[src/rtl/acs_defines.vh]
// Register offsets, field positions, reset values and timing counts
// for the converter sequencer. Included by the sequencer only.
`ifndef ACS_DEFINES_VH
`define ACS_DEFINES_VH
`define ACS_OFF_PORT_A_PINS   8'h05
`define ACS_OFF_PORT_E_PINS   8'h09
`define ACS_OFF_PERIPHERAL_FLAGS_ONE    8'h0C
`define ACS_OFF_RESULT  8'h1E
`define ACS_OFF_CTRL    8'h1F
`define ACS_OFF_DIRA    8'h85
`define ACS_OFF_DIRE    8'h89
`define ACS_OFF_PERIPHERAL_ENABLES_ONE    8'h8C
`define ACS_OFF_PINCFG  8'h9F
`define ACS_RST_CTRL    8'h00
`define ACS_RST_PINCFG  3'h0
`define ACS_RST_DIRA    6'h3F
`define ACS_RST_DIRE    3'h7
`define ACS_RST_FLAGS   8'h00
`define ACS_CTRL_MASK   8'hFD
`define ACS_BIT_ON      0
`define ACS_BIT_GO      2
`define ACS_BIT_CHAN    3
`define ACS_BIT_CLK     6
`define ACS_BIT_DONE    6
`define ACS_CLK_2       2'h0
`define ACS_CLK_8       2'h1
`define ACS_CLK_32      2'h2
`define ACS_CLK_RC      2'h3
`define ACS_HALF_2      4'h0
`define ACS_HALF_8      4'h3
`define ACS_HALF_32     4'hF
`define ACS_CONV_HALVES 5'h13
`define ACS_ABORT_HALVES 5'h04
`define ACS_INSTR_CYC   2'h3
`define ACS_TRIG_MODE   4'hB
`endif

[src/rtl/acs_sequencer.v]
// Conversion sequencer of an 8-bit successive-approximation converter:
// register slave, clock select, SAR stepping, abort, sleep and trigger.
// Assumes a core on SYS_CLK drives the register port and the sleep level;
// RC clock, pins and comparator come in asynchronously.
//
// Function
// - A conversion lasts nine and a half bit periods.
// - Bit period is 2, 8 or 32 oscillator periods or RC clock.
// - Output-configured channel pin converts its driven digital level.
// - Port reads return zero for pins set as analog inputs.
// - Clearing start mid-conversion aborts; result keeps old value.
// - Result register writable; read gives last conversion or write.
// - After abort wait two bit periods, then acquisition restarts.
// - RC source waits one instruction cycle; only RC converts in sleep.
// - Completion clears start flag and loads result, also in sleep.
// - Completion in sleep wakes device if interrupt enabled.
// - Non-RC sleep aborts conversion, powers down, power bit stays.
// - Reset disables converter, aborts, makes analog pins analog inputs.
// - Compare mode 1011 with power on sets start, clears timer one.
// - Power off ignores compare event; timer one still cleared.
// - Done flag bit 6 of flags one; enable bit 6 of enables one.
//
// Local design decision: the plain strobed port.
`include "acs_defines.vh"
module acs_sequencer (
    input  wire       SYS_CLK,
    input  wire       SYS_RST,
    input  wire [7:0] REG_ADDR,
    input  wire [7:0] REG_WDATA,
    input  wire       REG_WR,
    input  wire       REG_RD,
    output reg  [7:0] REG_RDATA,
    input  wire       SLEEP_MODE,
    input  wire       RC_CLK_IN,
    input  wire       COMP_HIGH,
    output reg  [7:0] DAC_CODE,
    output reg  [2:0] SAMPLE_CHANNEL,
    output reg        SAMPLE_ACTIVE,
    output reg        CONVERTER_POWERED,
    input  wire [3:0] COMPARE_TWO_MODE,
    input  wire       COMPARE_TWO_EVENT,
    output reg        TIMER_ONE_CLEAR,
    output reg        WAKE_REQUEST,
    output reg        DONE_IRQ_FLAG,
    input  wire [5:0] PORT_A_IN,
    output reg  [5:0] PORT_A_OUT,
    output reg  [5:0] PORT_A_OE_N,
    input  wire [2:0] PORT_E_IN,
    output reg  [2:0] PORT_E_OUT,
    output reg  [2:0] PORT_E_OE_N
);

localparam ST_ACQ   = 2'h0;
localparam ST_DELAY = 2'h1;
localparam ST_CONV  = 2'h2;
localparam ST_ABORT = 2'h3;

////////////////////////////////////////////////////////////////////////
reg  [7:0] ctrl_reg;
reg  [2:0] pincfg_reg;
reg  [7:0] result_reg;
reg  [7:0] flags_reg;
reg  [7:0] enables_reg;
reg  [5:0] dira_reg;
reg  [2:0] dire_reg;
reg  [5:0] lata_reg;
reg  [2:0] late_reg;
reg  [1:0] state_reg;
reg  [4:0] halves_reg;
reg  [3:0] div_reg;
reg  [1:0] delay_reg;
reg  [7:0] sar_reg;
reg  [2:0] rc_sync_reg;
// Synchronised pins: 5..0 port A, 8..6 port E, 9 comparator
wire [9:0] async_sync;
wire [5:0] pa_sync  = async_sync[5:0];
wire [2:0] pe_sync  = async_sync[8:6];
wire       cmp_sync = async_sync[9];

wire [1:0] clk_sel  = ctrl_reg[`ACS_BIT_CLK +: 2];
wire [2:0] chan_sel = ctrl_reg[`ACS_BIT_CHAN +: 3];
wire       power_on = ctrl_reg[`ACS_BIT_ON];
wire       go_bit   = ctrl_reg[`ACS_BIT_GO];
wire       rc_sel   = (clk_sel == `ACS_CLK_RC);
// Non-RC clock stops in sleep, so the analog part is shut down
wire       powered  = power_on & ~(SLEEP_MODE & ~rc_sel);
wire       wr_ctrl  = REG_WR & (REG_ADDR == `ACS_OFF_CTRL);

////////////////////////////////////////////////////////////////////////
// Analog pin map, channels 0..7 in channel order
reg  [7:0] analog_mask;
always @* begin
    case (pincfg_reg)
        3'h0, 3'h1: analog_mask = 8'hFF;
        3'h2, 3'h3: analog_mask = 8'h1F;
        3'h4, 3'h5: analog_mask = 8'h0B;
        default:    analog_mask = 8'h00;
    endcase
end

wire [5:0] mask_a = {analog_mask[4], 1'b0, analog_mask[3:0]};
wire [2:0] mask_e = analog_mask[7:5];
wire [7:0] chan_dir = {dire_reg, dira_reg[5], dira_reg[3:0]};
wire [7:0] chan_lat = {late_reg, lata_reg[5], lata_reg[3:0]};

// Output-configured pin converts its own driven level
wire cmp_bit = chan_dir[chan_sel] ? cmp_sync : chan_lat[chan_sel];

////////////////////////////////////////////////////////////////////////
// Half-period tick: 9.5 periods need half-period resolution
reg  [3:0] half_lim;
always @* begin
    case (clk_sel)
        `ACS_CLK_2: half_lim = `ACS_HALF_2;
        `ACS_CLK_8: half_lim = `ACS_HALF_8;
        default:    half_lim = `ACS_HALF_32;
    endcase
end

wire rc_edge   = rc_sync_reg[2] ^ rc_sync_reg[1];
wire div_done  = (div_reg == half_lim);
wire half_tick = rc_sel ? rc_edge : div_done;

////////////////////////////////////////////////////////////////////////
// Sequencer events
wire conv_run  = (state_reg == ST_CONV);
wire sw_start  = wr_ctrl & REG_WDATA[`ACS_BIT_GO] & power_on
                 & (state_reg == ST_ACQ) & ~go_bit;
wire trig_hit  = COMPARE_TWO_EVENT
                 & (COMPARE_TWO_MODE == `ACS_TRIG_MODE);
wire trig_go   = trig_hit & power_on & (state_reg == ST_ACQ);
wire start     = (sw_start | trig_go) & powered;
wire sw_abort  = wr_ctrl & ~REG_WDATA[`ACS_BIT_GO]
                 & (state_reg == ST_DELAY | conv_run);
wire kill      = ~powered & (state_reg != ST_ACQ);
wire last_half = conv_run & half_tick
                 & (halves_reg == `ACS_CONV_HALVES - 5'h01);
wire complete  = last_half & ~sw_abort & ~kill;
wire [7:0] final_code = sar_reg | (cmp_bit ? DAC_CODE : 8'h00);

////////////////////////////////////////////////////////////////////////
// State machine
reg  [1:0] state_next;
always @* begin
    state_next = state_reg;
    case (state_reg)
        ST_ACQ: begin
            if (start)
                state_next = rc_sel ? ST_DELAY : ST_CONV;
        end
        ST_DELAY: begin
            if (kill)
                state_next = ST_ACQ;
            else if (sw_abort)
                state_next = ST_ABORT;
            else if (delay_reg == `ACS_INSTR_CYC)
                state_next = ST_CONV;
        end
        ST_CONV: begin
            if (kill)
                state_next = ST_ACQ;
            else if (sw_abort)
                state_next = ST_ABORT;
            else if (complete)
                state_next = ST_ACQ;
        end
        ST_ABORT: begin
            if (kill)
                state_next = ST_ACQ;
            else if (half_tick & (halves_reg == `ACS_ABORT_HALVES - 5'h01))
                state_next = ST_ACQ;
        end
        default: state_next = ST_ACQ;
    endcase
end

////////////////////////////////////////////////////////////////////////
// Timing counters and SAR
always @(posedge SYS_CLK) begin
    if (SYS_RST) begin
        state_reg  <= ST_ACQ;
        halves_reg <= 5'h00;
        div_reg    <= 4'h0;
        delay_reg  <= 2'h0;
        sar_reg    <= 8'h00;
        DAC_CODE   <= 8'h00;
    end else begin
        state_reg <= state_next;
        if (state_next != state_reg) begin
            halves_reg <= 5'h00;
            div_reg    <= 4'h0;
            delay_reg  <= 2'h0;
        end else begin
            div_reg   <= div_done ? 4'h0 : div_reg + 4'h1;
            delay_reg <= delay_reg + 2'h1;
            if (half_tick)
                halves_reg <= halves_reg + 5'h01;
        end
        if (state_next == ST_CONV & state_reg != ST_CONV) begin
            sar_reg  <= 8'h00;
            DAC_CODE <= 8'h80;
        end else if (conv_run & half_tick & halves_reg[0]
                     & (halves_reg < 5'h11)) begin
            // One decision per period, MSB first
            sar_reg  <= final_code;
            DAC_CODE <= {1'b0, DAC_CODE[7:1]};
        end
    end
end

////////////////////////////////////////////////////////////////////////
// RC clock: two sync flops, third flop only for edge detection
always @(posedge SYS_CLK) begin
    if (SYS_RST) begin
        rc_sync_reg <= 3'h0;
    end else begin
        rc_sync_reg <= {rc_sync_reg[1:0], RC_CLK_IN};
    end
end

// Two-flop synchronisers, one per pin and comparator bit
// Pins may sit at any level, so metastability is expected here
wire [9:0] async_in = {COMP_HIGH, PORT_E_IN, PORT_A_IN};
genvar gi;
generate
    for (gi = 0; gi < 10; gi = gi + 1) begin : g_sync
        reg meta_reg;
        reg sync_reg;
        // Only the second flop feeds logic, never the first
        always @(posedge SYS_CLK) begin
            if (SYS_RST) begin
                meta_reg <= 1'b0;
                sync_reg <= 1'b0;
            end else begin
                meta_reg <= async_in[gi];
                sync_reg <= meta_reg;
            end
        end
        assign async_sync[gi] = sync_reg;
    end
endgenerate

////////////////////////////////////////////////////////////////////////
// Register writes and hardware updates
always @(posedge SYS_CLK) begin
    if (SYS_RST) begin
        ctrl_reg    <= `ACS_RST_CTRL;
        pincfg_reg  <= `ACS_RST_PINCFG;
        dira_reg    <= `ACS_RST_DIRA;
        dire_reg    <= `ACS_RST_DIRE;
        flags_reg   <= `ACS_RST_FLAGS;
        enables_reg <= `ACS_RST_FLAGS;
        lata_reg    <= 6'h00;
        late_reg    <= 3'h0;
        result_reg  <= 8'h00;
    end else begin
        if (wr_ctrl)
            ctrl_reg <= {REG_WDATA[7:3], go_bit, 1'b0, REG_WDATA[0]};
        if (start)
            ctrl_reg[`ACS_BIT_GO] <= 1'b1;
        if (sw_abort | kill | complete)
            ctrl_reg[`ACS_BIT_GO] <= 1'b0;
        if (REG_WR) begin
            case (REG_ADDR)
                `ACS_OFF_PINCFG: pincfg_reg  <= REG_WDATA[2:0];
                `ACS_OFF_DIRA:   dira_reg    <= REG_WDATA[5:0];
                `ACS_OFF_DIRE:   dire_reg    <= REG_WDATA[2:0];
                `ACS_OFF_PORT_A_PINS:  lata_reg    <= REG_WDATA[5:0];
                `ACS_OFF_PORT_E_PINS:  late_reg    <= REG_WDATA[2:0];
                `ACS_OFF_PERIPHERAL_ENABLES_ONE:   enables_reg <= REG_WDATA;
                `ACS_OFF_PERIPHERAL_FLAGS_ONE:   flags_reg   <= REG_WDATA;
                `ACS_OFF_RESULT: result_reg  <= REG_WDATA;
                default: ;
            endcase
        end
        // Completion beats a same-cycle software write
        if (complete) begin
            result_reg <= final_code;
            flags_reg[`ACS_BIT_DONE] <= 1'b1;
        end
    end
end

////////////////////////////////////////////////////////////////////////
// Read data, valid in the cycle after the strobe
reg  [7:0] rd_mux;
always @* begin
    case (REG_ADDR)
        `ACS_OFF_PORT_A_PINS:  rd_mux = {2'h0, pa_sync & ~mask_a};
        `ACS_OFF_PORT_E_PINS:  rd_mux = {5'h00, pe_sync & ~mask_e};
        `ACS_OFF_PERIPHERAL_FLAGS_ONE:   rd_mux = flags_reg;
        `ACS_OFF_PERIPHERAL_ENABLES_ONE:   rd_mux = enables_reg;
        `ACS_OFF_RESULT: rd_mux = result_reg;
        `ACS_OFF_CTRL:   rd_mux = ctrl_reg & `ACS_CTRL_MASK;
        `ACS_OFF_PINCFG: rd_mux = {5'h00, pincfg_reg};
        `ACS_OFF_DIRA:   rd_mux = {2'h0, dira_reg};
        `ACS_OFF_DIRE:   rd_mux = {5'h00, dire_reg};
        default:         rd_mux = 8'h00;
    endcase
end

////////////////////////////////////////////////////////////////////////
// Registered outputs
always @(posedge SYS_CLK) begin
    if (SYS_RST) begin
        REG_RDATA         <= 8'h00;
        SAMPLE_CHANNEL    <= 3'h0;
        SAMPLE_ACTIVE     <= 1'b0;
        CONVERTER_POWERED <= 1'b0;
        TIMER_ONE_CLEAR   <= 1'b0;
        WAKE_REQUEST      <= 1'b0;
        DONE_IRQ_FLAG     <= 1'b0;
        PORT_A_OUT        <= 6'h00;
        PORT_A_OE_N       <= 6'h3F;
        PORT_E_OUT        <= 3'h0;
        PORT_E_OE_N       <= 3'h7;
    end else begin
        REG_RDATA <= REG_RD ? rd_mux : 8'h00;
        SAMPLE_CHANNEL <= chan_sel;
        // Acquisition resumes on its own after the abort wait
        SAMPLE_ACTIVE <= powered & (state_reg == ST_ACQ
                                    | state_reg == ST_DELAY);
        CONVERTER_POWERED <= powered;
        TIMER_ONE_CLEAR <= trig_hit;
        WAKE_REQUEST <= complete & SLEEP_MODE
                        & enables_reg[`ACS_BIT_DONE];
        DONE_IRQ_FLAG <= flags_reg[`ACS_BIT_DONE];
        PORT_A_OUT  <= lata_reg;
        PORT_A_OE_N <= dira_reg;
        PORT_E_OUT  <= late_reg;
        PORT_E_OE_N <= dire_reg;
    end
end

endmodule

[config.mk]
export PLATFORM = sky130hd
export DESIGN_NAME = acs_sequencer
export DESIGN_NICKNAME = d
export VERILOG_FILES = /design/src/rtl/acs_sequencer.v
export VERILOG_INCLUDE_DIRS = /design/src /design/src/rtl
export SDC_FILE = /design/constraint.sdc
export NUM_CORES = 1
export LEC_CHECK = 0
export BUFFER_PORTS_ARGS = -buffer_cell sky130_fd_sc_hd__buf_2
export CORE_MARGIN = 2
export CORE_UTILIZATION = 30
export DETAILED_ROUTE_END_ITERATION = 8
export PLACE_DENSITY = 0.46
export SETUP_SLACK_MARGIN = 0.15
export SLEW_MARGIN = 10
export SYNTH_ARGS = -nofsm -noshare
export SYNTH_HDL_FRONTEND = slang
export SYNTH_SLANG_ARGS = --single-unit
[constraint.sdc]
create_clock -name SYS_CLK -period 2.79 [get_ports SYS_CLK]
set_input_delay 0 -clock SYS_CLK [delete_from_list [all_inputs] [get_ports SYS_CLK]]
set_output_delay 0 -clock SYS_CLK [all_outputs]
set_load 0.02 [all_outputs]
# Yosys cells after proc, flatten, opt, wreduce, memory -nomap -nowiden
# Index checks and enable logic that the tools add are counted.
totals:
  inputBits: 37
  out_inout_bits: 42
  ff_bits: 138
  ram_bits: 0
  romBits: 0
  mem_count: 0
  latch_bits: 0
  wordCells: 181
classes:
  n_mul: 0
  shift: 0
  add_sub_neg: 3
  eq_ne: 27
  n_mux: 30
  order_cmp: 2
  div_mod_pow: 0
  reduce_logical: 25
  bitwise: 44
op_table:
  columns: ["op", "count"]
  rows:
  - ["$pmux 8 s9", 1]
  - ["$mux 8", 6]
  - ["$eq 8x8->1 const B", 4]
  - ["$and 1x1->1", 25]
  - ["$pmux 8 s3", 1]
  - ["$mux 2", 10]
  - ["$reduce_and 2->1", 9]
  - ["$eq 8x4->1 const B", 2]
  - ["$eq 8x5->1 const B", 2]
  - ["$mux 7", 2]
  - ["$reduce_or 2->1", 7]
  - ["$eq 2x2->1 const B", 5]
  - ["$reduce_bool 2->1", 5]
  - ["$eq 8x3->1 const B", 1]
  - ["$not 1->1", 8]
  - ["$or 8x8->8", 1]
  - ["$pmux 2 s4", 1]
  - ["$pmux 4 s2", 1]
  - ["$and 6x6->6", 1]
  - ["$bmux 1 s3", 2]
  - ["$eq 3x2->1 const B", 2]
  - ["$eq 3x3->1 const B", 2]
  - ["$mux 1", 6]
  - ["$not 6->6", 1]
  - ["20 further kinds", 26]

# Depth between registers and ports, before layout
# Gate-level depths: netlist of run 1.
logic_depth:
  ltp_word: 16
  ltp_mapped: 11
  mapped_depth_nobuf: 9

# Least setup slack after synthesis of run 1
# Ideal clock, no wire load.
synth_timing:
  path_kind: "register to register"
  from: "register state_reg[0]"
  to: "register halves_reg[1]"
  path_slack_ns: 0.307
  stages_incl_launch_ff: 12
  arrival_ns: 2.404
  n_path_buf: 2
  synth_period_minus_slack_ns: 2.483
  setup_ns: 0.079
  t_required_ns: 2.711
  cell_sequence: "dfxtp_1 > clkbuf_1 > inv_1 > ha_1 > nand2b_1 > nor4_2 > o21bai_1 > o31ai_1 > a31o_2 > a211o_1 > buf_6 > a211oi_2"
synth_via:
  elab_chain_len: 12
  elab_cells_between_ends: 31
  cone_classes: "eq/ne (4); mux (10); bitwise (14); reduce/logical (3)"
synth_lines:
  columns: ["element", "line", "rtl"]
  rows:
  - ["start, declared", "acs_sequencer.v:68", "reg [1:0] state_reg;"]
  - ["start signal, assigned", "acs_sequencer.v:188", "state_reg <= state_next;"]
  - ["$eq 2x1->1 / $eq 2x2->1 (equally long branches)", "acs_sequencer.v:134, acs_sequencer.v:146, acs_sequencer.v:126", null]
  - ["$or 1x1->1", "acs_sequencer.v:134", "& (state_reg == ST_DELAY | conv_run);"]
  - ["$and 1x1->1", "acs_sequencer.v:133", "wire sw_abort = wr_ctrl & ~REG_WDATA[`ACS_BIT_GO]"]
  - ["$not 1->1", "acs_sequencer.v:138", "wire complete = last_half & ~sw_abort & ~kill;"]
  - ["$and 1x1->1 (2 in a row)", "acs_sequencer.v:138", null]
  - ["$mux 2", "acs_sequencer.v:164", "else if (complete)"]
  - ["$mux 2", "acs_sequencer.v:162", "else if (sw_abort)"]
  - ["$mux 2", "acs_sequencer.v:160", "if (kill)"]
  - ["$pmux 2 s4", "acs_sequencer.v:146", "case (state_reg)"]
  - ["$ne 2x2->1 (*)", "acs_sequencer.v:189", "if (state_next != state_reg) begin"]
  - ["$reduce_or 2->1 (no line) (*)", null, null]
  - ["end signal, assigned", "acs_sequencer.v:197", "halves_reg <= halves_reg + 5'h01;"]
  - ["end, declared", "acs_sequencer.v:69", "reg [4:0] halves_reg;"]
# Every way passes the cells marked *; elsewhere a longest branch is shown, timed or not.
# A chain may end at the register's enable or synchronous reset.

# Final worst setup path of run 1
layout_timing:
  from: "input port REG_WDATA[2]"
  to: "register div_reg[0]"
layout_via:
  elab_chain_len: 12
  elab_cells_between_ends: 21
  cone_classes: "eq/ne (1); mux (7); bitwise (12); reduce/logical (1)"
layout_lines:
  columns: ["element", "line", "rtl"]
  rows:
  - ["start, declared", "acs_sequencer.v:29", "input wire [7:0] REG_WDATA,"]
  - ["$not 1->1", "acs_sequencer.v:133", null]
  - ["$and 1x1->1 (2 in a row)", "acs_sequencer.v:133", null]
  - ["$not 1->1", "acs_sequencer.v:138", null]
  - ["$and 1x1->1 (2 in a row)", "acs_sequencer.v:138", null]
  - ["$mux 2", "acs_sequencer.v:164", null]
  - ["$mux 2", "acs_sequencer.v:162", null]
  - ["$mux 2", "acs_sequencer.v:160", null]
  - ["$pmux 2 s4 (*)", "acs_sequencer.v:146", null]
  - ["$ne 2x2->1 (*)", "acs_sequencer.v:189", null]
  - ["$reduce_or 3->1 (no line) (*)", null, null]
  - ["end signal, assigned", "acs_sequencer.v:194", "div_reg <= div_done ? 4'h0 : div_reg + 4'h1;"]
  - ["end, declared", "acs_sequencer.v:70", "reg [3:0] div_reg;"]
# Marks and branches as above.

==> results of run 1 <==
critical path: stages:
cell and delay (ns):
dlygate4sd3_1 0.52, buf_2 0.28, nand2b_1 0.09, or4_4 0.45
a211oi_1 0.42, o21ai_2 0.14, mux2i_1 0.14, a211o_2 0.45
a211oi_1 0.23
synthesized netlist by cell type, types with 11 or more instances:
| cell type | instances | area share [%] |
|---|---|---|
| nor2b_1 | 43 | 4.8 |
| clkbuf_1 | 32 | 2.2 |
| and3_1 | 23 | 2.6 |
| or2_2 | 11 | 1.2 |
| nor2_1 | 49 | 3.3 |
| nand3_1 | 26 | 2.3 |
| dfxtp_1 | 138 | 50 |
| mux2i_1 | 18 | 3.2 |
| a222oi_1 | 12 | 2.2 |
| a21oi_1 | 49 | 4.4 |
| nand2_1 | 47 | 3.2 |
| a211oi_1 | 22 | 3.0 |
metrics by stage:
| step | total power [mW] | utilization [%] | cell area, um^2 |
|---|---|---|---|
| final | 4.463 | 39.29 | 7106 |
| after global routing | 4.622 | 39.29 | 7106 |
| after CTS | 4.523 | 39.28 | 7104 |
| after detailed placement | 2.199 | 34.74 | 6284 |
| after global placement | 2.197 | 34.74 | 6284 |
| after floorplan | 2.128 | - | 5555 |
worst min-delay path by stage:
stage / startpoint / end
4_1_cts: SYS_RST / enables_reg[2]
3_5_place_dp: PORT_E_IN[2] / g_sync[8].meta_reg
2_1_floorplan: PORT_A_IN[0] / g_sync[0].meta_reg
5_1_grt: SYS_RST / g_sync[3].meta_reg
3_3_place_gp: PORT_E_IN[0] / g_sync[6].meta_reg
6_report: SYS_RST / g_sync[8].meta_reg
what timing repair did:
| action | 4_1_cts | 5_1_grt |
|---|---|---|
| hold buffers | 22 | 0 |
| resized for setup | 0 | 1 |
| setup endpoints to repair | 0 | 1 |
| hold endpoints to repair | 43 | 0 |
| buffers inserted | 0 | 0 |
cell families after synthesis:
family                   share of synthesized area [%]
flip-flops                                       49.73
buffers and inverters                            3.063
XOR/XNOR                                         1.261
multiplexers                                     4.865
adder cells (fa/ha/maj)                          2.027
AO/OA/AOI/OAI                                    17.34
AND/OR/NAND/NOR                                  21.71
per-layer routing:
metal	wire [um]	part of all wire [%]	track usage, %	vias to the layer above
met2	6777	42	24.16	172
met5	0	0	0	-
li1	-	-	-	2347
met4	303	1.9	5.635	0
met3	944	5.9	3.829	22
met1	7941	50	23.70	2260
power groups by stage:
stage                     logic [mW]  registers, mW  clock network [mW]
final                          0.174           2.00                2.28
after global routing           0.190           2.01                2.43
after CTS                      0.174           2.00                2.35
after detailed placement       0.150           2.05                   0
after global placement         0.149           2.05                   0
after floorplan               0.0826           2.05                   0
final cells by class:
type | instances | share of cell area [%]
flip-flops and latches | 138 | 38.88
well taps | 229 | 4.032
clock buffers | 18 | 6.181
clock inverters | 14 | 2.272
repair buffers | 123 | 11.06
multi-input cells | 409 | 37.10
inverters | 9 | 0.4754
==> results.py, run 1 <==
metrics = {
    "worst_setup_path": {
        "worst_setup_path_start_kind": "primary input",
        "worst-path-max-fanout": 11,
        "r2r-start": "ctrl_reg[2]",
        "crit_required_ns": 3.13,
        "ff2ff_setup_slack_ns": 0.42,
        "cp-endpoint": "div_reg[0]",
        "cp-end-kind": "register",
        "critical_path_class": "in -> reg",
        "startpoint": "REG_WDATA[2]",
        "r2r_cells": 7,
        "r2r-end": "div_reg[0]",
        "crit_arrival_ns": 2.73,
    },
    "grt": {
        "grt_max_degree": 66,
        "overflow": 0,
        "grt_usage_pct": 16.45,
        "grt_pass1_vias": 4559,
        "antenna_found_initial": 0,
        "grt_first_pass_wirelength_mm": 25.14,
    },
    "final_layout": {
        "diodes": 0,
        "layout_common_cells": "138 x dfxtp_1, 77 x buf_2, 49 x nor2_1, 49 x a21oi_1, 47 x nand2_1",
        "multi_input_area_mm2": 0.002636,
        "layout.cells.non_filler": 940,
        "drive_above_1_share_pct": 22.50,
        "layout_commonest_cell": "dfxtp_1",
        "regArea_mm2": 0.002763,
        "fin_nets": 744,
        "fillCellCount": 1827,
        "largest_reg_flops": 10,
        "syn_to_final_growth_pct": 27.91,
    },
    "pwr": {
        "clkPwrFrac_pct": 51.2,
        "p_leak_nw": 2.827,
        "pwr-share-seq_pct": 44.9,
        "switchingPower_mw": 1.036,
        "p_int_mw": 3.427,
        "max-vdd-ir-drop_mv": 0.4611,
        "powerDensity_mw_per_mm2": 628.1,
        "swShare_pct": 23.21,
        "power_frac_comb_pct": 3.9,
    },
    "die": {
        "die_y_um": 140.1,
        "initial_utilization_pct": 30.72,
        "die-area_mm2": 0.01962,
        "rows": 49,
        "io_pins": 79,
        "core_mm2": 0.01809,
        "fp.dieW_um": 140.1,
    },
    "placement": {
        "io_buffers": 78,
        "placed_cells": 886,
        "place_ws_ns": 0.2823,
        "place_congestion": 0.8271,
        "hpwl_mm": 11.06,
    },
    "logic_synthesis": {
        "seq_area_frac_synth_pct": 49.73,
        "synth_warnings": 0,
        "synth_nets": 636,
        "synth-edff-count": 0,
        "ys_ff_latch": 138,
        "netlist_instances": 590,
        "synth_area_mm2": 0.005555,
        "async_flop_share_pct": 0,
        "ys.flop_type": "dfxtp_1",
        "avgSynthCellArea_um2": 9.416,
        "synth_cell_types": 54,
    },
    "clock_network": {
        "root_buffer": "clkbuf_16",
        "clk_pin_slew_ns": 0.06,
        "cts_tree": "done",
        "cts.path.max_buffers": 2,
        "clk_latency_ns": 0.42,
        "cts_buffers": 17,
        "htreeDepth": 4,
        "cts.sinks": 138,
    },
    "timing": {
        "finalSetupViolations": 0,
        "worst_pin_slew_ns": 0.6689,
        "fmax_mhz": 418.3,
        "timing.final.max_slew_violations": 0,
        "fin_crit_sh_pct": 85.69,
        "hold_violations": 0,
        "setup-tns-final_ns": 0,
        "setup_ws_ns": 0.3992,
        "skew_ns": 0.008572,
        "rsz0062_at_grt": "false",
        "fin_crit_ns": 2.391,
        "relSlewSlack_pct": 55.03,
        "whs_ns": 0.01678,
    },
    "detailed_routing": {
        "dr.pass1.iters": 9,
        "viasPerCell": 5.107,
        "drc": 7,
        "vias": 4801,
        "postRouteAntennaNets": 0,
        "drt_iter0_drc": 459,
        "wl_per_cell_um": 16.99,
        "routed_wl_mm": 15.97,
    },
    "outcome": {
        "failed_checks": "DRC",
        "status": "finished with violations",
    },
    "worst_hold_path": {
        "hold_path_class": "in -> reg",
        "min_path_cells": 2,
    },
    "run": {
        "drv_cap": 0,
    },
}
Power figures use the tool's default switching activity.
==> run 2: changes to the inputs <==
--- a/config.mk
+++ b/config.mk
@@ -7,6 +7,7 @@
 export NUM_CORES = 1
 export LEC_CHECK = 0
 export BUFFER_PORTS_ARGS = -buffer_cell sky130_fd_sc_hd__buf_2
+export CORE_ASPECT_RATIO = 1.1
 export CORE_MARGIN = 2
 export CORE_UTILIZATION = 30
 export DETAILED_ROUTE_END_ITERATION = 8
==> run 2 against run 1 <==
  * Clock skew rose by 0.0024 ns
  * Final area is essentially flat
  * Critical path type is now reg -> reg
  * Worst setup slack worse by 0.16 ns
  * Highest routed layer unchanged
  * The run now ends clean
  * Routed wire length shrank 5.6%
  * Largest cell class unchanged
  * Die area hardly changed
  * Sequential cell count is the same
  * Largest power group unchanged
  * Combinational power is essentially flat
  * Via count is 1.5% lower
  * Cell count grew 1.1%
  * Maximum frequency decreased by 6.4%
  * Clock-buffer cell count grew 1
  * Critical path depth up 1
==> results.py, run 2 (same netlist as run 1, synthesis figures left out) <==
metrics = {
    "worst_setup_path": {
        "worst_setup_path_start_kind": "register",
        "critPathSlowestCell": "dfxtp_2",
        "cpPeakStageDelay_ns": 0.43,
        "crit_arrival_ns": 2.89,
        "critPathTopFamily": "compound AO/OA/AOI/OAI gates",
        "crit_path_cell_trace": "inv_1 -> ha_1 -> nand2b_1 -> nor4_4 -> buf_4 -> o211a_1 -> a31oi_1 -> o32ai_1 -> a211o_2 -> a211oi_1",
        "critical_path_class": "reg -> reg",
        "cp_num_buf_inv": 2,
        "worst-path-max-fanout": 11,
        "cp-end-kind": "register",
        "crit_required_ns": 3.13,
    },
    "pwr": {
        "swShare_pct": 23.33,
        "powerDensity_mw_per_mm2": 616.7,
        "pwr-share-seq_pct": 45.8,
        "p_leak_nw": 2.800,
        "clkPwrFrac_pct": 50.3,
        "switchingPower_mw": 1.022,
        "p_int_mw": 3.358,
        "max-vdd-ir-drop_mv": 0.4079,
        "power_frac_comb_pct": 3.9,
    },
    "grt": {
        "antenna_found_initial": 0,
        "grt_max_degree": 76,
        "grt_usage_pct": 16.00,
        "grt_pass1_vias": 4610,
        "grt_first_pass_wirelength_mm": 24.52,
        "overflow": 0,
    },
    "final_layout": {
        "layout.cells.non_filler": 950,
        "layout_commonest_cell": "dfxtp_1",
        "diodes": 0,
        "final_util_pct": 38.85,
        "layout_common_cells": "136 x dfxtp_1, 77 x buf_2, 49 x nor2_1, 49 x a21oi_1, 47 x nand2_1",
        "largest_reg_flops": 10,
        "drive_above_1_share_pct": 22.49,
        "syn_to_final_growth_pct": 27.86,
        "fin_nets": 740,
    },
    "detailed_routing": {
        "vias": 4731,
        "viasPerCell": 4.980,
        "routed_wl_mm": 15.07,
        "postRouteAntennaNets": 0,
        "dr.pass1.iters": 6,
        "drc": 0,
        "drt_iter0_drc": 340,
        "wl_per_cell_um": 15.86,
    },
    "placement": {
        "place_ws_ns": 0.06017,
        "place_congestion": 0.8239,
        "io_buffers": 78,
        "placed_cells": 895,
        "hpwl_mm": 10.56,
    },
    "timing": {
        "rsz0062_at_grt": "false",
        "hold_violations": 0,
        "worst_pin_slew_ns": 0.7582,
        "setup-tns-final_ns": 0,
        "timing.final.max_slew_violations": 0,
        "fin_crit_sh_pct": 91.53,
        "finalSetupViolations": 0,
        "fin_crit_ns": 2.554,
        "skew_ns": 0.01093,
        "fmax_mhz": 391.6,
        "setup_ws_ns": 0.2362,
        "relSlewSlack_pct": 49.46,
    },
    "clock_network": {
        "cts_buffers": 17,
        "htreeDepth": 4,
        "root_buffer": "clkbuf_16",
        "cts.path.max_buffers": 2,
        "clk_latency_ns": 0.42,
        "cts.sinks": 138,
        "cts_tree": "done",
        "clk_pin_slew_ns": 0.06,
    },
    "die": {
        "die_y_um": 146.7,
        "rows": 52,
        "fp.dieW_um": 133.7,
        "die-area_mm2": 0.01962,
        "core_mm2": 0.01828,
        "initial_utilization_pct": 30.39,
        "io_pins": 79,
    },
    "run": {
        "drv_cap": 0,
    },
    "outcome": {
        "status": "completed",
    },
    "worst_hold_path": {
        "hold_path_class": "in -> reg",
    },
}
[run 2: changes by cell type in the layout (fill, tap and decap cells not counted), moves of 2 or more]
cell        before  now
buf_4           24   20
clkinv_4         3    1
clkinvlp_4       2    4
dfxtp_2          0    2
dfxtp_1        138  136
inv_6            5    7
[run 2: final timing paths]
kind         depth (start not counted)           end         start  slack [ns]
max                                 10    div_reg[0]  state_reg[0]        0.24
min                                  4  flags_reg[0]   REG_ADDR[0]        0.08
max reg2reg                         10    div_reg[0]  state_reg[0]        0.24
min reg2reg                          1  delay_reg[0]  delay_reg[0]        0.43
[run 2: power by group through the flow]
| stage | registers [mW] | clock network, mW | logic, mW |
|---|---|---|---|
| floorplan | 2.05 | 0 | 0.0826 |
| global placement | 2.05 | 0 | 0.146 |
| detailed placement | 2.05 | 0 | 0.148 |
| CTS | 2.01 | 2.26 | 0.172 |
| global route | 2.01 | 2.35 | 0.190 |
| finish | 2.01 | 2.20 | 0.171 |
[run 2: what timing repair did]
| action | CTS | global route |
|---|---|---|
| hold buffers | 22 | 0 |
| setup buffers | 0 | 1 |
| gates resized for setup | 3 | 3 |
| pin swaps | 0 | 1 |
| setup endpoints to repair | 4 | 6 |
| endpoints found under the hold margin | 40 | 0 |
[run 2: worst min-delay path, cell delays in order]
cell and delay [ns]:
buf_2 0.20, nor4_2 0.11, nand3_1 0.08, a21oi_1 0.06
[run 2: layout make-up]
cell class,count,area [um^2]
inverters,9,33.78
multi-input cells,409,2661
well taps,243,304.0
repair buffers,119,755.7
fillers,1854,11180
flip-flops and latches,138,2765
clock inverters,13,130.1
clock buffers,19,452.9
[run 2: layer usage]
| layer | vias up | part of all wire, % | track usage [%] | wire length, um |
|---|---|---|---|---|
| met1 | 2240 | 45 | 20.51 | 6847 |
| li1 | 2327 | - | - | - |
| met4 | 0 | 2.6 | 6.702 | 399 |
| met5 | - | 0 | 0 | 0 |
| met2 | 135 | 47 | 25.74 | 7107 |
| met3 | 29 | 4.8 | 3.899 | 716 |
[run 2: metrics by stage]
stage | area, um^2 | hold slack [ns] | power (mW)
2_1_floorplan | 5555 | 0.1282 | 2.128
3_3_place_gp | 6264 | 0.2236 | 2.195
3_5_place_dp | 6264 | 0.2174 | 2.197
4_1_cts | 7081 | 0.05431 | 4.433
5_1_grt | 7103 | 0.08935 | 4.544
6_report | 7103 | 0.07641 | 4.380
==> run 3: changes to the inputs <==
--- a/config.mk
+++ b/config.mk
@@ -9,9 +9,9 @@
 export BUFFER_PORTS_ARGS = -buffer_cell sky130_fd_sc_hd__buf_2
 export CORE_ASPECT_RATIO = 1.1
 export CORE_MARGIN = 2
-export CORE_UTILIZATION = 30
+export CORE_UTILIZATION = 50
 export DETAILED_ROUTE_END_ITERATION = 8
-export PLACE_DENSITY = 0.46
+export PLACE_DENSITY = 0.7
 export SETUP_SLACK_MARGIN = 0.15
 export SLEW_MARGIN = 10
 export SYNTH_ARGS = -nofsm -noshare
==> run 3 against run 2 <==
  * Maximum frequency grew 0.33%
  * Worst hold slack lost 0.067 ns
  * Sequential share of layout area grew 0.94 points
  * Routed wire length shrank 8.4%
  * Via count grew 2.2%
  * Critical path depth is the same
  * Clock skew shrank 0.0039 ns
  * Power shrank 2.9%
  * Sequential cell count is the same
  * Non-clock buffer count shrank 1
  * Final area shrank 2.4%
  * Critical path type unchanged
==> results.py, run 3 (same netlist as run 1, synthesis figures left out) <==
metrics = {
    "worst_setup_path": {
        "critPathSlowestCell": "dfxtp_1",
        "worst-path-max-fanout": 11,
        "crit_path_frequent_cell": "inv_1",
        "cp-end-kind": "register",
        "crit_required_ns": 3.12,
        "path_depth": 10,
        "r2r_cells": 10,
        "crit_arrival_ns": 2.88,
        "cp_num_buf_inv": 3,
        "cpPeakStageDelay_ns": 0.47,
        "critical_path_class": "reg -> reg",
        "crit_path_cell_trace": "inv_1 -> ha_1 -> nand2b_1 -> nor4_2 -> buf_4 -> a22o_1 -> inv_1 -> a31o_2 -> a211o_2 -> a211oi_1",
        "critPathTopFamily": "compound AO/OA/AOI/OAI gates",
        "worst_setup_path_start_kind": "register",
    },
    "final_layout": {
        "drive_above_1_share_pct": 22.10,
        "layout.cells.non_filler": 853,
        "diodes": 0,
        "syn_to_final_growth_pct": 24.80,
        "fillCellCount": 941,
        "largest_reg_flops": 10,
        "layout_commonest_cell": "dfxtp_1",
        "fin_nets": 739,
        "layout_common_cells": "137 x dfxtp_1, 78 x buf_2, 49 x nor2_1, 49 x a21oi_1, 47 x nand2_1",
    },
    "timing": {
        "skew_ns": 0.007002,
        "fin_crit_sh_pct": 91.23,
        "hold_violations": 0,
        "finalSetupViolations": 0,
        "timing.final.max_slew_violations": 0,
        "fin_crit_ns": 2.545,
        "setup-tns-final_ns": 0,
        "worst_pin_slew_ns": 0.9206,
        "relSlewSlack_pct": 38.63,
        "rsz0062_at_grt": "false",
        "fmax_mhz": 392.9,
    },
    "outcome": {
        "status": "completed",
    },
    "die": {
        "die-area_mm2": 0.01197,
        "fp.dieW_um": 104.5,
        "io_pins": 79,
        "initial_utilization_pct": 51.15,
        "die_y_um": 114.6,
        "core_mm2": 0.01086,
        "rows": 40,
    },
    "detailed_routing": {
        "drt_iter0_drc": 402,
        "viasPerCell": 5.669,
        "vias": 4836,
        "drc": 0,
        "routed_wl_mm": 13.81,
        "postRouteAntennaNets": 0,
        "wl_per_cell_um": 16.19,
        "dr.pass1.iters": 5,
    },
    "pwr": {
        "p_leak_nw": 2.782,
        "powerDensity_mw_per_mm2": 613.5,
        "max-vdd-ir-drop_mv": 0.4462,
    },
    "grt": {
        "antenna_found_initial": 0,
        "overflow": 0,
        "grt_pass1_vias": 4469,
        "grt_usage_pct": 23.45,
        "grt_first_pass_wirelength_mm": 21.98,
        "grt_max_degree": 97,
    },
    "clock_network": {
        "cts.path.max_buffers": 2,
        "cts_buffers": 17,
        "clk_pin_slew_ns": 0.06,
        "clk_latency_ns": 0.42,
        "cts.sinks": 138,
        "cts_tree": "done",
        "root_buffer": "clkbuf_16",
        "htreeDepth": 4,
    },
    "worst_hold_path": {
        "min_path_cells": 2,
        "hold_path_class": "in -> reg",
    },
    "placement": {
        "placed_cells": 797,
        "place_congestion": 0.8751,
        "hpwl_mm": 9.425,
        "io_buffers": 78,
    },
    "run": {
        "drv_cap": 0,
    },
}
==> run 3: worst reg2reg max path, delay by kind of cell, from the launching register on <==
kind,cells,cell delay [ns]
AO/OA/AOI/OAI,4,1.05
adder cells (fa/ha/maj),1,0.30
buffers and inverters,3,0.37
flip-flops,1,0.47
AND/OR/NAND/NOR,2,0.27
==> run 3: power by group <==
part	switching (mW)	internal, mW
combinational	0.0971	0.0701
sequential	0.0116	1.99
clock	0.867	1.21
total	0.975	3.28
==> run 3: worst paths after layout <==
| kind | start | endpoint | slack [ns] |
|---|---|---|---|
| worst min-delay path | SLEEP_MODE | WAKE_REQUEST | 0.009 |
| worst min register to register | delay_reg[0] | delay_reg[0] | 0.43 |
| worst max register to register | state_reg[1] | div_reg[0] | 0.24 |
| worst max-delay path | state_reg[1] | div_reg[0] | 0.24 |
==> run 3: cell type report <==
class	count	area [um^2]	share of cell area [%]
Clock buffer	20	466.7	6.732
Clock inverter	12	91.34	1.317
Inverter	9	33.78	0.4873
Multi-Input combinational cell	409	2648	38.19
Timing Repair Buffer	118	745.7	10.76
Tap cell	147	183.9	2.653
Sequential cell	138	2764	39.87
==> run 3: timing repair <==
| action | CTS | global route |
|---|---|---|
| hold buffers | 22 | 0 |
| hold endpoints to repair | 46 | 0 |
| gates resized for setup | 1 | 2 |
| pin swaps | 0 | 1 |
| buffers inserted | 0 | 2 |
| setup endpoints to repair | 6 | 11 |
==> run 3: metrics by stage <==
step / cell area (um^2) / setup WS [ns] / hold WS [ns] / power, mW / utilization (%)
after floorplan: 5555 / 0.3068 / 0.1282 / 2.128 / -
after global placement: 6126 / 0.2311 / 0.2108 / 2.187 / 56.41
after detailed placement: 6126 / 0.08639 / 0.2200 / 2.192 / 56.41
after CTS: 6915 / 0.1505 / 0.0009529 / 4.278 / 63.68
after global routing: 6933 / 0.1674 / 0.006101 / 4.388 / 63.84
final: 6933 / 0.2447 / 0.008909 / 4.254 / 63.84
==> run 3: per-layer routing <==
layer / global-route usage, % / vias to the layer above / routed length (um)
met2: 39.04 / 219 / 6643
li1: - / 2335 / -
met4: 12.07 / 0 / 515
met3: 6.545 / 44 / 1006
met1: 27.79 / 2238 / 5641
met5: 0 / - / 0
